### config.mk
export PLATFORM = sky130hd
export DESIGN_NAME = discrete_event_packetizer
export DESIGN_NICKNAME = d
export VERILOG_FILES = /design/src/core/discrete_event_pkg.sv /design/src/core/event_capture_if.sv /design/src/core/discrete_event_packetizer.sv /design/src/core/discrete_event_sampler.sv
export SDC_FILE = /design/constraint.sdc
export NUM_CORES = 1
export LEC_CHECK = 0
export BUFFER_PORTS_ARGS = -buffer_cell sky130_fd_sc_hd__buf_2
export CAP_MARGIN = 30
export CORE_ASPECT_RATIO = 1.4
export CORE_MARGIN = 1.5
export CORE_UTILIZATION = 35
export DETAILED_ROUTE_END_ITERATION = 8
export PLACE_DENSITY = 0.54
export SYNTH_ARGS = -nofsm -noshare
export SYNTH_HDL_FRONTEND = slang
export SYNTH_HIERARCHICAL = 1
export SYNTH_SLANG_ARGS = --single-unit
export TNS_END_PERCENT = 100
### constraint.sdc
create_clock -name clock -period 12.1 [get_ports clock]
set_clock_uncertainty 0.1 [all_clocks]
set_input_delay 3.63 -clock clock [delete_from_list [all_inputs] [get_ports clock]]
set_output_delay 3.63 -clock clock [all_outputs]
set_load 0.02 [all_outputs]
### src/core/discrete_event_pkg.sv
// constants and types shared by the discrete event packetizer
package discrete_event_pkg;
  localparam int unsigned clock_period_ns  = 10;
  localparam int unsigned input_count      = 32;
  localparam int unsigned unit_width       = 16;
  localparam int unsigned time_width       = 64;
  localparam int unsigned rtc_width        = 48;
  // channel word field positions
  localparam int unsigned trigger_bit      = 0;
  localparam int unsigned align_bit        = 1;
  localparam int unsigned length_lsb       = 3;
  localparam int unsigned length_width     = 5;
  localparam logic [31:0] channel_word_rst = 32'h0000_0000;
  localparam logic [15:0] high_time_zero   = 16'h0000;
  localparam logic [31:0] interval_default = 32'h0000_0064;
  localparam logic [2:0]  unit_index_last  = 3'h5;
  localparam logic [2:0]  unit_index_zero  = 3'h0;
  localparam logic [2:0]  unit_index_chan  = 3'h1;
  localparam logic [2:0]  unit_index_idle  = 3'h7;
  localparam logic [31:0] count_one        = 32'h0000_0001;
  localparam logic [5:0]  full_event_bits  = 6'h20;
  localparam logic [4:0]  length_zero      = 5'h00;
  // packet flag bit that switches the stamp to absolute time
  localparam int unsigned flag_abs_time    = 6;
  localparam int unsigned flag_fmt_lsb     = 2;

  typedef enum logic [1:0] {
    st_idle    = 2'b00,
    st_channel = 2'b01,
    st_event   = 2'b10
  } framer_state_e;
endpackage

### src/core/event_capture_if.sv
// capture strobe and sampled event carried from sampler to framer
`timescale 1ns/1ps
`default_nettype none
interface event_capture_if;
  logic        strobe;
  logic [31:0] states;
  logic [63:0] stamp;
  modport sampler (output strobe, output states, output stamp);
  modport framer  (input  strobe, input  states, input  stamp);
endinterface
`default_nettype wire

### src/core/discrete_event_packetizer.sv
// discrete input packet body framer: channel word, stamps and states
//
// Summary of operation
// [RULE_01] each event carries one to 32 discrete input states
// [RULE_02] body order: channel word, then stamp and states per event
// [RULE_03] channel word bits 31 to 8 carry no function
// [RULE_04] bits 7 to 3 give bits per event, zero meaning 32
// [RULE_05] bit 0 low records on change, high records on interval
// [RULE_06] bit 1 gives lsb or msb alignment, bit 2 reserved
// [RULE_07] an event is the input states plus the time they were taken
// [RULE_08] state word bit n is the level of discrete input n
// [RULE_09] each event is preceded by a header holding only a stamp
// [RULE_10] header is eight bytes, low time word then high time word
// [RULE_11] relative time is 48 bits with top 16 bits zero
// [RULE_12] packet flag bit 6 selects absolute time in flagged format
// [RULE_13] stamp matches the moment the event states were captured
// [RULE_14] fields leave as 16-bit units, lowest bits first
// [RULE_15] all reserved channel word bits are written as zero
// [RULE_16] interval sampling period comes from a configuration input
`timescale 1ns/1ps
`default_nettype none
module discrete_event_packetizer
  import discrete_event_pkg::*;
(
  input  wire logic        clock,
  input  wire logic        resetn,
  input  wire logic        enable,
  input  wire logic        packet_start,
  input  wire logic        interval_mode,
  input  wire logic        msb_aligned,
  input  wire logic [4:0]  event_length,
  input  wire logic [31:0] interval_cycles,
  input  wire logic [7:0]  packet_flags,
  input  wire logic [47:0] relative_time,
  input  wire logic [63:0] absolute_time,
  input  wire logic [31:0] discrete_inputs,
  output logic             unit_valid,
  output logic [15:0]      unit_data,
  output logic             event_dropped,
  output logic             busy
);
  ////////////////////////////////////////////////////////////////////////
  // synchronisers, framer registers and decoded control
  logic          rst_meta_q;
  logic          rst_n_q;
  logic [31:0]   in_meta_q;
  logic [31:0]   in_sync_q;
  framer_state_e state_q;
  logic [2:0]    unit_q;
  logic [31:0]   chan_q;
  logic [31:0]   states_q;
  logic [63:0]   stamp_q;
  logic [31:0]   event_mask;
  logic [63:0]   time_now;
  logic [31:0]   chan_word;
  event_capture_if cap ();

  // mask of the low n bits, where n comes from the length field
  // a zero length field stands for a full event of 32 states
  function automatic logic [31:0] length_mask(input logic [4:0] len);
    logic [5:0] bits;
    bits = (len == length_zero) ? full_event_bits : {1'b0, len}; // [RULE_04]
    length_mask = (bits == full_event_bits) ? 32'hFFFF_FFFF :
                  ((32'h0000_0001 << bits) - count_one); // [RULE_01]
  endfunction

  // pick one 16-bit unit of a 32-bit word, low half first
  function automatic logic [15:0] half(input logic [31:0] w,
                                       input logic hi);
    half = hi ? w[31:16] : w[15:0]; // [RULE_14]
  endfunction

  // mirror the low mask when the event is msb aligned, so a short event
  // keeps inputs 31 downward instead of 0 upward
  function automatic logic [31:0] align_mask(input logic [4:0] len,
                                             input logic       msb);
    logic [31:0] low;
    align_mask = 32'h0000_0000;
    low        = length_mask(len);
    for (int i = 0; i < input_count; i++) begin
      align_mask[i] = msb ? low[input_count - 1 - i] : low[i]; // [RULE_06]
    end
  endfunction

  // a slot is free on the last unit of an event or while waiting for one;
  // only there may a new event be loaded or the body be closed
  function automatic logic slot_free(input logic [2:0] idx);
    slot_free = (idx == unit_index_last) || (idx == unit_index_idle);
  endfunction

  ////////////////////////////////////////////////////////////////////////
  // reset release through two flops keeps the deassertion clean
  // the reset itself acts at once; only its release is timed
  always_ff @(posedge clock or negedge resetn) begin
    if (!resetn) begin
      rst_meta_q <= 1'b0;
      rst_n_q    <= 1'b0;
    end else begin
      rst_meta_q <= 1'b1;
      rst_n_q    <= rst_meta_q;
    end
  end

  // pins are asynchronous, so two flops before anything looks at them
  // a pin moving during sampling costs at most one extra event
  always_ff @(posedge clock or negedge rst_n_q) begin
    if (!rst_n_q) begin
      in_meta_q <= 32'h0000_0000;
      in_sync_q <= 32'h0000_0000;
    end else begin
      in_meta_q <= discrete_inputs;
      in_sync_q <= in_meta_q; // [RULE_08]
    end
  end

  // msb alignment keeps the top n inputs, lsb alignment the bottom n;
  // change detection and the state word both see only those inputs
  assign event_mask = align_mask(event_length, msb_aligned);

  // relative time is zero filled above bit 47 unless absolute selected
  assign time_now = packet_flags[flag_abs_time] ? absolute_time : // [RULE_12]
                    {high_time_zero, relative_time}; // [RULE_11]

  // reserved fields forced to zero
  assign chan_word = {24'h00_0000, event_length, 1'b0, // [RULE_03] [RULE_15]
                      msb_aligned, interval_mode}; // [RULE_06]

  // the sampler runs while enable is high and the framer is out of st_idle, so an event can
  // already be taken while the channel word is still being sent
  discrete_event_sampler sampler (
    .clock           (clock),
    .rst_n           (rst_n_q),
    .enable          (enable && state_q != st_idle),
    .interval_mode   (interval_mode),
    .interval_cycles (interval_cycles),
    .inputs_sync     (in_sync_q),
    .event_mask      (event_mask),
    .time_now        (time_now),
    .cap             (cap)
  );

  ////////////////////////////////////////////////////////////////////////
  // framer state; an event arriving while the previous one is still
  // leaving is dropped and flagged, since there is no buffer
  always_ff @(posedge clock or negedge rst_n_q) begin
    if (!rst_n_q) begin
      state_q       <= st_idle;
      unit_q        <= unit_index_zero;
      chan_q        <= channel_word_rst;
      states_q      <= 32'h0000_0000;
      stamp_q       <= 64'h0000_0000_0000_0000;
      event_dropped <= 1'b0;
    end else begin
      event_dropped <= 1'b0;
      case (state_q)
        st_idle: begin
          // the channel word is latched so it matches the body that follows
          if (packet_start && enable) begin
            state_q <= st_channel; // [RULE_02]
            chan_q  <= chan_word;
            unit_q  <= unit_index_zero;
          end
        end
        st_channel: begin
          // two units, low half then high half
          if (unit_q == unit_index_chan) begin
            state_q <= st_event;
            unit_q  <= unit_index_idle;
          end else begin
            unit_q <= unit_q + 3'h1;
          end
        end
        st_event: begin
          // a stop waits for a free slot so no event leaves cut short
          if (!enable && slot_free(unit_q)) begin
            state_q <= st_idle;
          end else if (cap.strobe) begin
            if (slot_free(unit_q)) begin
              stamp_q  <= cap.stamp;
              states_q <= cap.states;
              unit_q   <= unit_index_zero; // [RULE_09]
            end else begin
              event_dropped <= 1'b1;
              unit_q        <= unit_q + 3'h1;
            end
          end else if (unit_q != unit_index_idle) begin
            unit_q <= (unit_q == unit_index_last) ? unit_index_idle :
                      unit_q + 3'h1;
          end
        end
        default: state_q <= st_idle;
      endcase
    end
  end

  // output units: stamp low to high, then states low to high
  // unit_valid pulses once per unit; the writer cannot stall, so every
  // unit it misses is lost
  always_ff @(posedge clock or negedge rst_n_q) begin
    if (!rst_n_q) begin
      unit_valid <= 1'b0;
      unit_data  <= 16'h0000;
      busy       <= 1'b0;
    end else begin
      busy       <= (state_q != st_idle);
      unit_valid <= 1'b0;
      if (state_q == st_channel) begin
        unit_valid <= 1'b1;
        unit_data  <= half(chan_q, unit_q[0]); // [RULE_14]
      end else if (state_q == st_event && unit_q <= unit_index_last) begin
        unit_valid <= 1'b1;
        case (unit_q)
          3'h0: unit_data <= half(stamp_q[31:0], 1'b0); // [RULE_10]
          3'h1: unit_data <= half(stamp_q[31:0], 1'b1);
          3'h2: unit_data <= half(stamp_q[63:32], 1'b0);
          3'h3: unit_data <= half(stamp_q[63:32], 1'b1);
          3'h4: unit_data <= half(states_q, 1'b0);
          3'h5: unit_data <= half(states_q, 1'b1);
          default: unit_data <= 16'h0000;
        endcase
      end
    end
  end
endmodule
`default_nettype wire

### src/core/discrete_event_sampler.sv
// samples the synchronised inputs and decides when an event is taken
`timescale 1ns/1ps
`default_nettype none
module discrete_event_sampler
  import discrete_event_pkg::*;
(
  input  wire logic        clock,
  input  wire logic        rst_n,
  input  wire logic        enable,
  input  wire logic        interval_mode,
  input  wire logic [31:0] interval_cycles,
  input  wire logic [31:0] inputs_sync,
  input  wire logic [31:0] event_mask,
  input  wire logic [63:0] time_now,
  event_capture_if.sampler cap
);
  logic [31:0] last_q;
  logic [31:0] tick_q;
  logic        fire;

  // change mode compares only bits inside the event length
  assign fire = enable && (interval_mode ?
                (tick_q + count_one >= interval_cycles) :
                (((inputs_sync ^ last_q) & event_mask) != 32'h0000_0000));

  // interval counter restarts each time a sample is due
  always_ff @(posedge clock or negedge rst_n) begin
    if (!rst_n) begin
      tick_q <= 32'h0000_0000;
    end else if (!enable || !interval_mode || fire) begin
      tick_q <= 32'h0000_0000; // [RULE_16]
    end else begin
      tick_q <= tick_q + count_one;
    end
  end

  // the stamp is caught in the same edge as the states
  always_ff @(posedge clock or negedge rst_n) begin
    if (!rst_n) begin
      last_q     <= 32'h0000_0000;
      cap.strobe <= 1'b0;
      cap.states <= 32'h0000_0000;
      cap.stamp  <= 64'h0000_0000_0000_0000;
    end else begin
      cap.strobe <= fire; // [RULE_05]
      if (fire) begin
        last_q     <= inputs_sync;
        cap.states <= inputs_sync & event_mask; // [RULE_07]
        cap.stamp  <= time_now; // [RULE_13]
      end
    end
  end
endmodule
`default_nettype wire

==> results.sh <==
export IMPL_outcome="completed"
export IMPL_synth_avg_cell_area_um2=12.3
export IMPL_initial_core_util_pct=35.3
export IMPL_ant_nets=0
export IMPL_portBuffers=206
export IMPL_rr_worst_depth=16
export IMPL_regArea_um2=8860
export IMPL_die_y_um=266
export IMPL_synthFlopType="dfrtp_1"
export IMPL_hold_class="flip-flop to asynchronous set/reset pin"
export IMPL_fp_dieW_um=191
export IMPL_max_clock_freq_mhz=115
export IMPL_yosysUniqueCellTypes=70
export IMPL_synth_edf_count=0
export IMPL_drive_gt1_share_pct=35.2
export IMPL_grt_usage_pct=16.9
export IMPL_path_class="primary input to flip-flop"
export IMPL_vias=11200
export IMPL_core_um2=48800
export IMPL_power_internal_uw=2510
export IMPL_leakage_uw=0.00962
export IMPL_first_global_vias=11600
export IMPL_drcViolationCount=0
export IMPL_via_per_inst=5.00
export IMPL_cts_buffer_depth=3
export IMPL_ff2ff_setup_slack_ps=6410
export IMPL_relSlewSlack_pct=31.9
export IMPL_die_area_um2=50600
export IMPL_area_growth_pct=16.3
export IMPL_setup_viol=0
export IMPL_rsz0062_at_grt="false"
export IMPL_netlist_instances=1397
export IMPL_io_pins=214
export IMPL_p_total_uw=3530
export IMPL_finalSetupTns_ps=0
export IMPL_clock_sinks=354
export IMPL_design_area_um2=20000
export IMPL_p_switching_uw=1030
export IMPL_hold_violations=0
export IMPL_fin_crit_sh_pct=71.9
export IMPL_irDropWorstVdd_mv=0.0974
export IMPL_antenna_found_initial=1
export IMPL_utilization_pct=41.1
export IMPL_maxCapViolCount=0
export IMPL_p_seq_share_pct=45.6
export IMPL_ys_seq_area_share_pct=51.4
export IMPL_routedWlPerCell_um=18.8
export IMPL_numCtsBuffers=38
export IMPL_htreeDepth=2
export IMPL_final_fill_count=4737
export IMPL_cts_tree="done"
export IMPL_gp_congestion=0.878
export IMPL_dp_hpwl_mm=30.0
export IMPL_cp_arrival_ps=9020
export IMPL_start_kind="primary input"
export IMPL_synth_seq_cells=354
export IMPL_clkPwrFrac_pct=31.7
export IMPL_swShare_pct=29.1
export IMPL_grt_pass1_wl_mm=66.5
export IMPL_clk_latency_ps=550
export IMPL_grt_overflow_total=0
export IMPL_drt_first_iter_violations=664
export IMPL_worstMarginPinSlew_ps=1020
export IMPL_routed_wl_mm=42.3
export IMPL_grt_max_degree=179
export IMPL_combPwrFrac_pct=22.7
export IMPL_required_ps=12420
export IMPL_path_clk_slew_ps=60
export IMPL_multi_input_area_um2=7680
export IMPL_ys_warn_count=6
export IMPL_num_nets_final=1822
export IMPL_final_max_slew_viol_count=0
export IMPL_rows=96
export IMPL_synthArstFlopShare_pct=100
export IMPL_syn_area_um2=17200
export IMPL_period_minus_slack_ps=8700
export IMPL_dr_pass1_iters=5
export IMPL_placed_area_um2=18800
export IMPL_cts_resized=0
export IMPL_fin_hold_ws_ps=235
export IMPL_crit_fanout=51
export IMPL_end_kind="flip-flop"
export IMPL_root_buffer="clkbuf_16"
export IMPL_rr_endpoint="sampler/cap.stamp[10]$_DFFE_PN0P_"
export IMPL_power_density_nw_per_um2=176
export IMPL_cts_setup_buffers=0
export IMPL_timing_rr_start="sampler/tick_q[0]$_DFF_PN0_"
export IMPL_postCtsHoldBufs=0
-- how the worst max path moves through the flow --
| stage | from | end | slack [ps] |
|---|---|---|---|
| after floorplan | rst_n_q$_DFF_PN0_ | busy$_DFF_PN0_ | 1400 |
| after global placement | event_length[4] | sampler/cap.stamp[16]$_DFFE_PN0P_ | 2590 |
| final | event_length[4] | sampler/cap.stamp[10]$_DFFE_PN0P_ | 3400 |
| after CTS | event_length[4] | sampler/cap.stamp[1]$_DFFE_PN0P_ | 3110 |
| after global routing | event_length[4] | sampler/cap.stamp[7]$_DFFE_PN0P_ | 3040 |
| after detailed placement | event_length[4] | sampler/cap.stamp[1]$_DFFE_PN0P_ | 2530 |
-- through the flow --
stage / setup slack, ps / cells
global placement: 2590 / 2176
finish: 3400 / 2245
detailed placement: 2530 / 2177
CTS: 3110 / 2243
global route: 3040 / 2245
floorplan: 1400 / 1398
-- power groups by stage --
| stage | Clock, uW | Sequential [uW] | Combinational, uW |
|---|---|---|---|
| floorplan | 0 | 1590 | 592 |
| global placement | 0 | 1630 | 789 |
| detailed placement | 0 | 1630 | 799 |
| CTS | 1160 | 1620 | 807 |
| global route | 1210 | 1640 | 879 |
| finish | 1120 | 1610 | 802 |
-- synth_stat cells (3+ instances only) --
cell type  instances  area [um^2]
a31oi_1            6         37.5
nor2b_1           12         75.1
dfrtp_1          354         8860
a222oi_1          14          140
buf_4              5         37.5
a21oi_1           46          230
buf_6             11          124
a211oi_1           4         30.0
a221o_1            5         50.1
nand2_1           85          319
and2_1            16          100
nand3_1           24          120
o21ai_2            3         26.3
a21o_1             8         60.1
xor2_1            39          342
nand2b_1          10         62.6
nand4_1           14         87.6
a221oi_1           8         70.1
mux2_4            77         1160
clkbuf_1          38          143
a22oi_1           19          143
o22ai_1            8         50.1
buf_2             24          120
nor4_1             6         37.5
xnor2_1           23          201
mux2i_1           40          400
ha_1              46          576
a22o_1             3         26.3
nor2_1            29          109
o21bai_1           5         37.5
nor3b_1            3         22.5
mux2_2           197         2220
and4_1             9         78.8
or3_1             12         75.1
and3_1            33          206
inv_1             74          278
nor3_1            11         55.1
o21ai_0           33          165
-- placed cells by master, fill, tap and decap left out, types with 7 or more instances in the layout --
master and n:
a222oi_1 14, nand2_1 85, xnor2_1 23, clkbuf_1 9
inv_1 74, mux2_2 197, nor2_1 28, or3_1 12
a22oi_1 19, nand4_1 14, and3_1 33, a221oi_1 8
clkbuf_16 38, mux2_4 77, dfrtp_1 353, nand3_1 24
clkbuf_8 7, a21o_1 8, nor2b_1 12, nand2b_1 10
ha_1 46, nor3_1 11, o22ai_1 8, and2_1 16
clkinv_2 7, buf_2 206, buf_4 12, mux2i_1 40
xor2_1 39, a21oi_1 46, o21ai_0 33, and4_1 9
-- flip-flops by register name, summed over array words and instances, names as in the netlist, 2 cells and up --
signal,count
sampler/cap.states,32
chan_q,7
unit_q,3
states_q,32
in_sync_q,32
sampler/tick_q,32
sampler/cap.stamp,64
state_q,2
unit_data,16
sampler/last_q,32
stamp_q,64
in_meta_q,32
-- cells by family after synthesis --
kind of cell,after synthesis,share of synthesized area [%]
simple gates,276,8.46
fa+ha+maj,46,3.34
buf+inv,155,4.14
flops,354,51.4
other cells,1,0.0218
xor+xnor,62,3.15
mux,314,21.9
compound gates,189,7.57
-- metal layers --
layer	wire length, um	global-route usage, %	vias to the layer above	part of all wire, %
li1	-	-	5351	-
met1	18700	22.4	5587	44
met2	20900	28.2	237	49
met3	1650	2.28	59	3.9
met4	1070	5.58	0	2.5
met5	0	0	-	0
-- critical path, stage by stage --
cell and delay [ps]:
buf_2 510, or3_1 280, or3_1 140, ha_1 710, inv_1 220, a2111oi_0 480, o21bai_1 200, a31oi_1 330
a22oi_1 150, and4_1 270, nand2_1 130, o221a_4 280, buf_16 310, buf_12 380, buf_4 520, mux2_2 390
-- layout make-up --
type,count,area share (%)
Sequential cell,354,44.2
Multi-Input combinational cell,889,38.3
Timing Repair Buffer,222,6.03
Clock buffer,54,5.40
Tap cell,637,3.98
Inverter,76,1.42
Clock inverter,12,0.587
Antenna cell,1,0.0125
No activity file was read; power rests on OpenSTA's default activity.
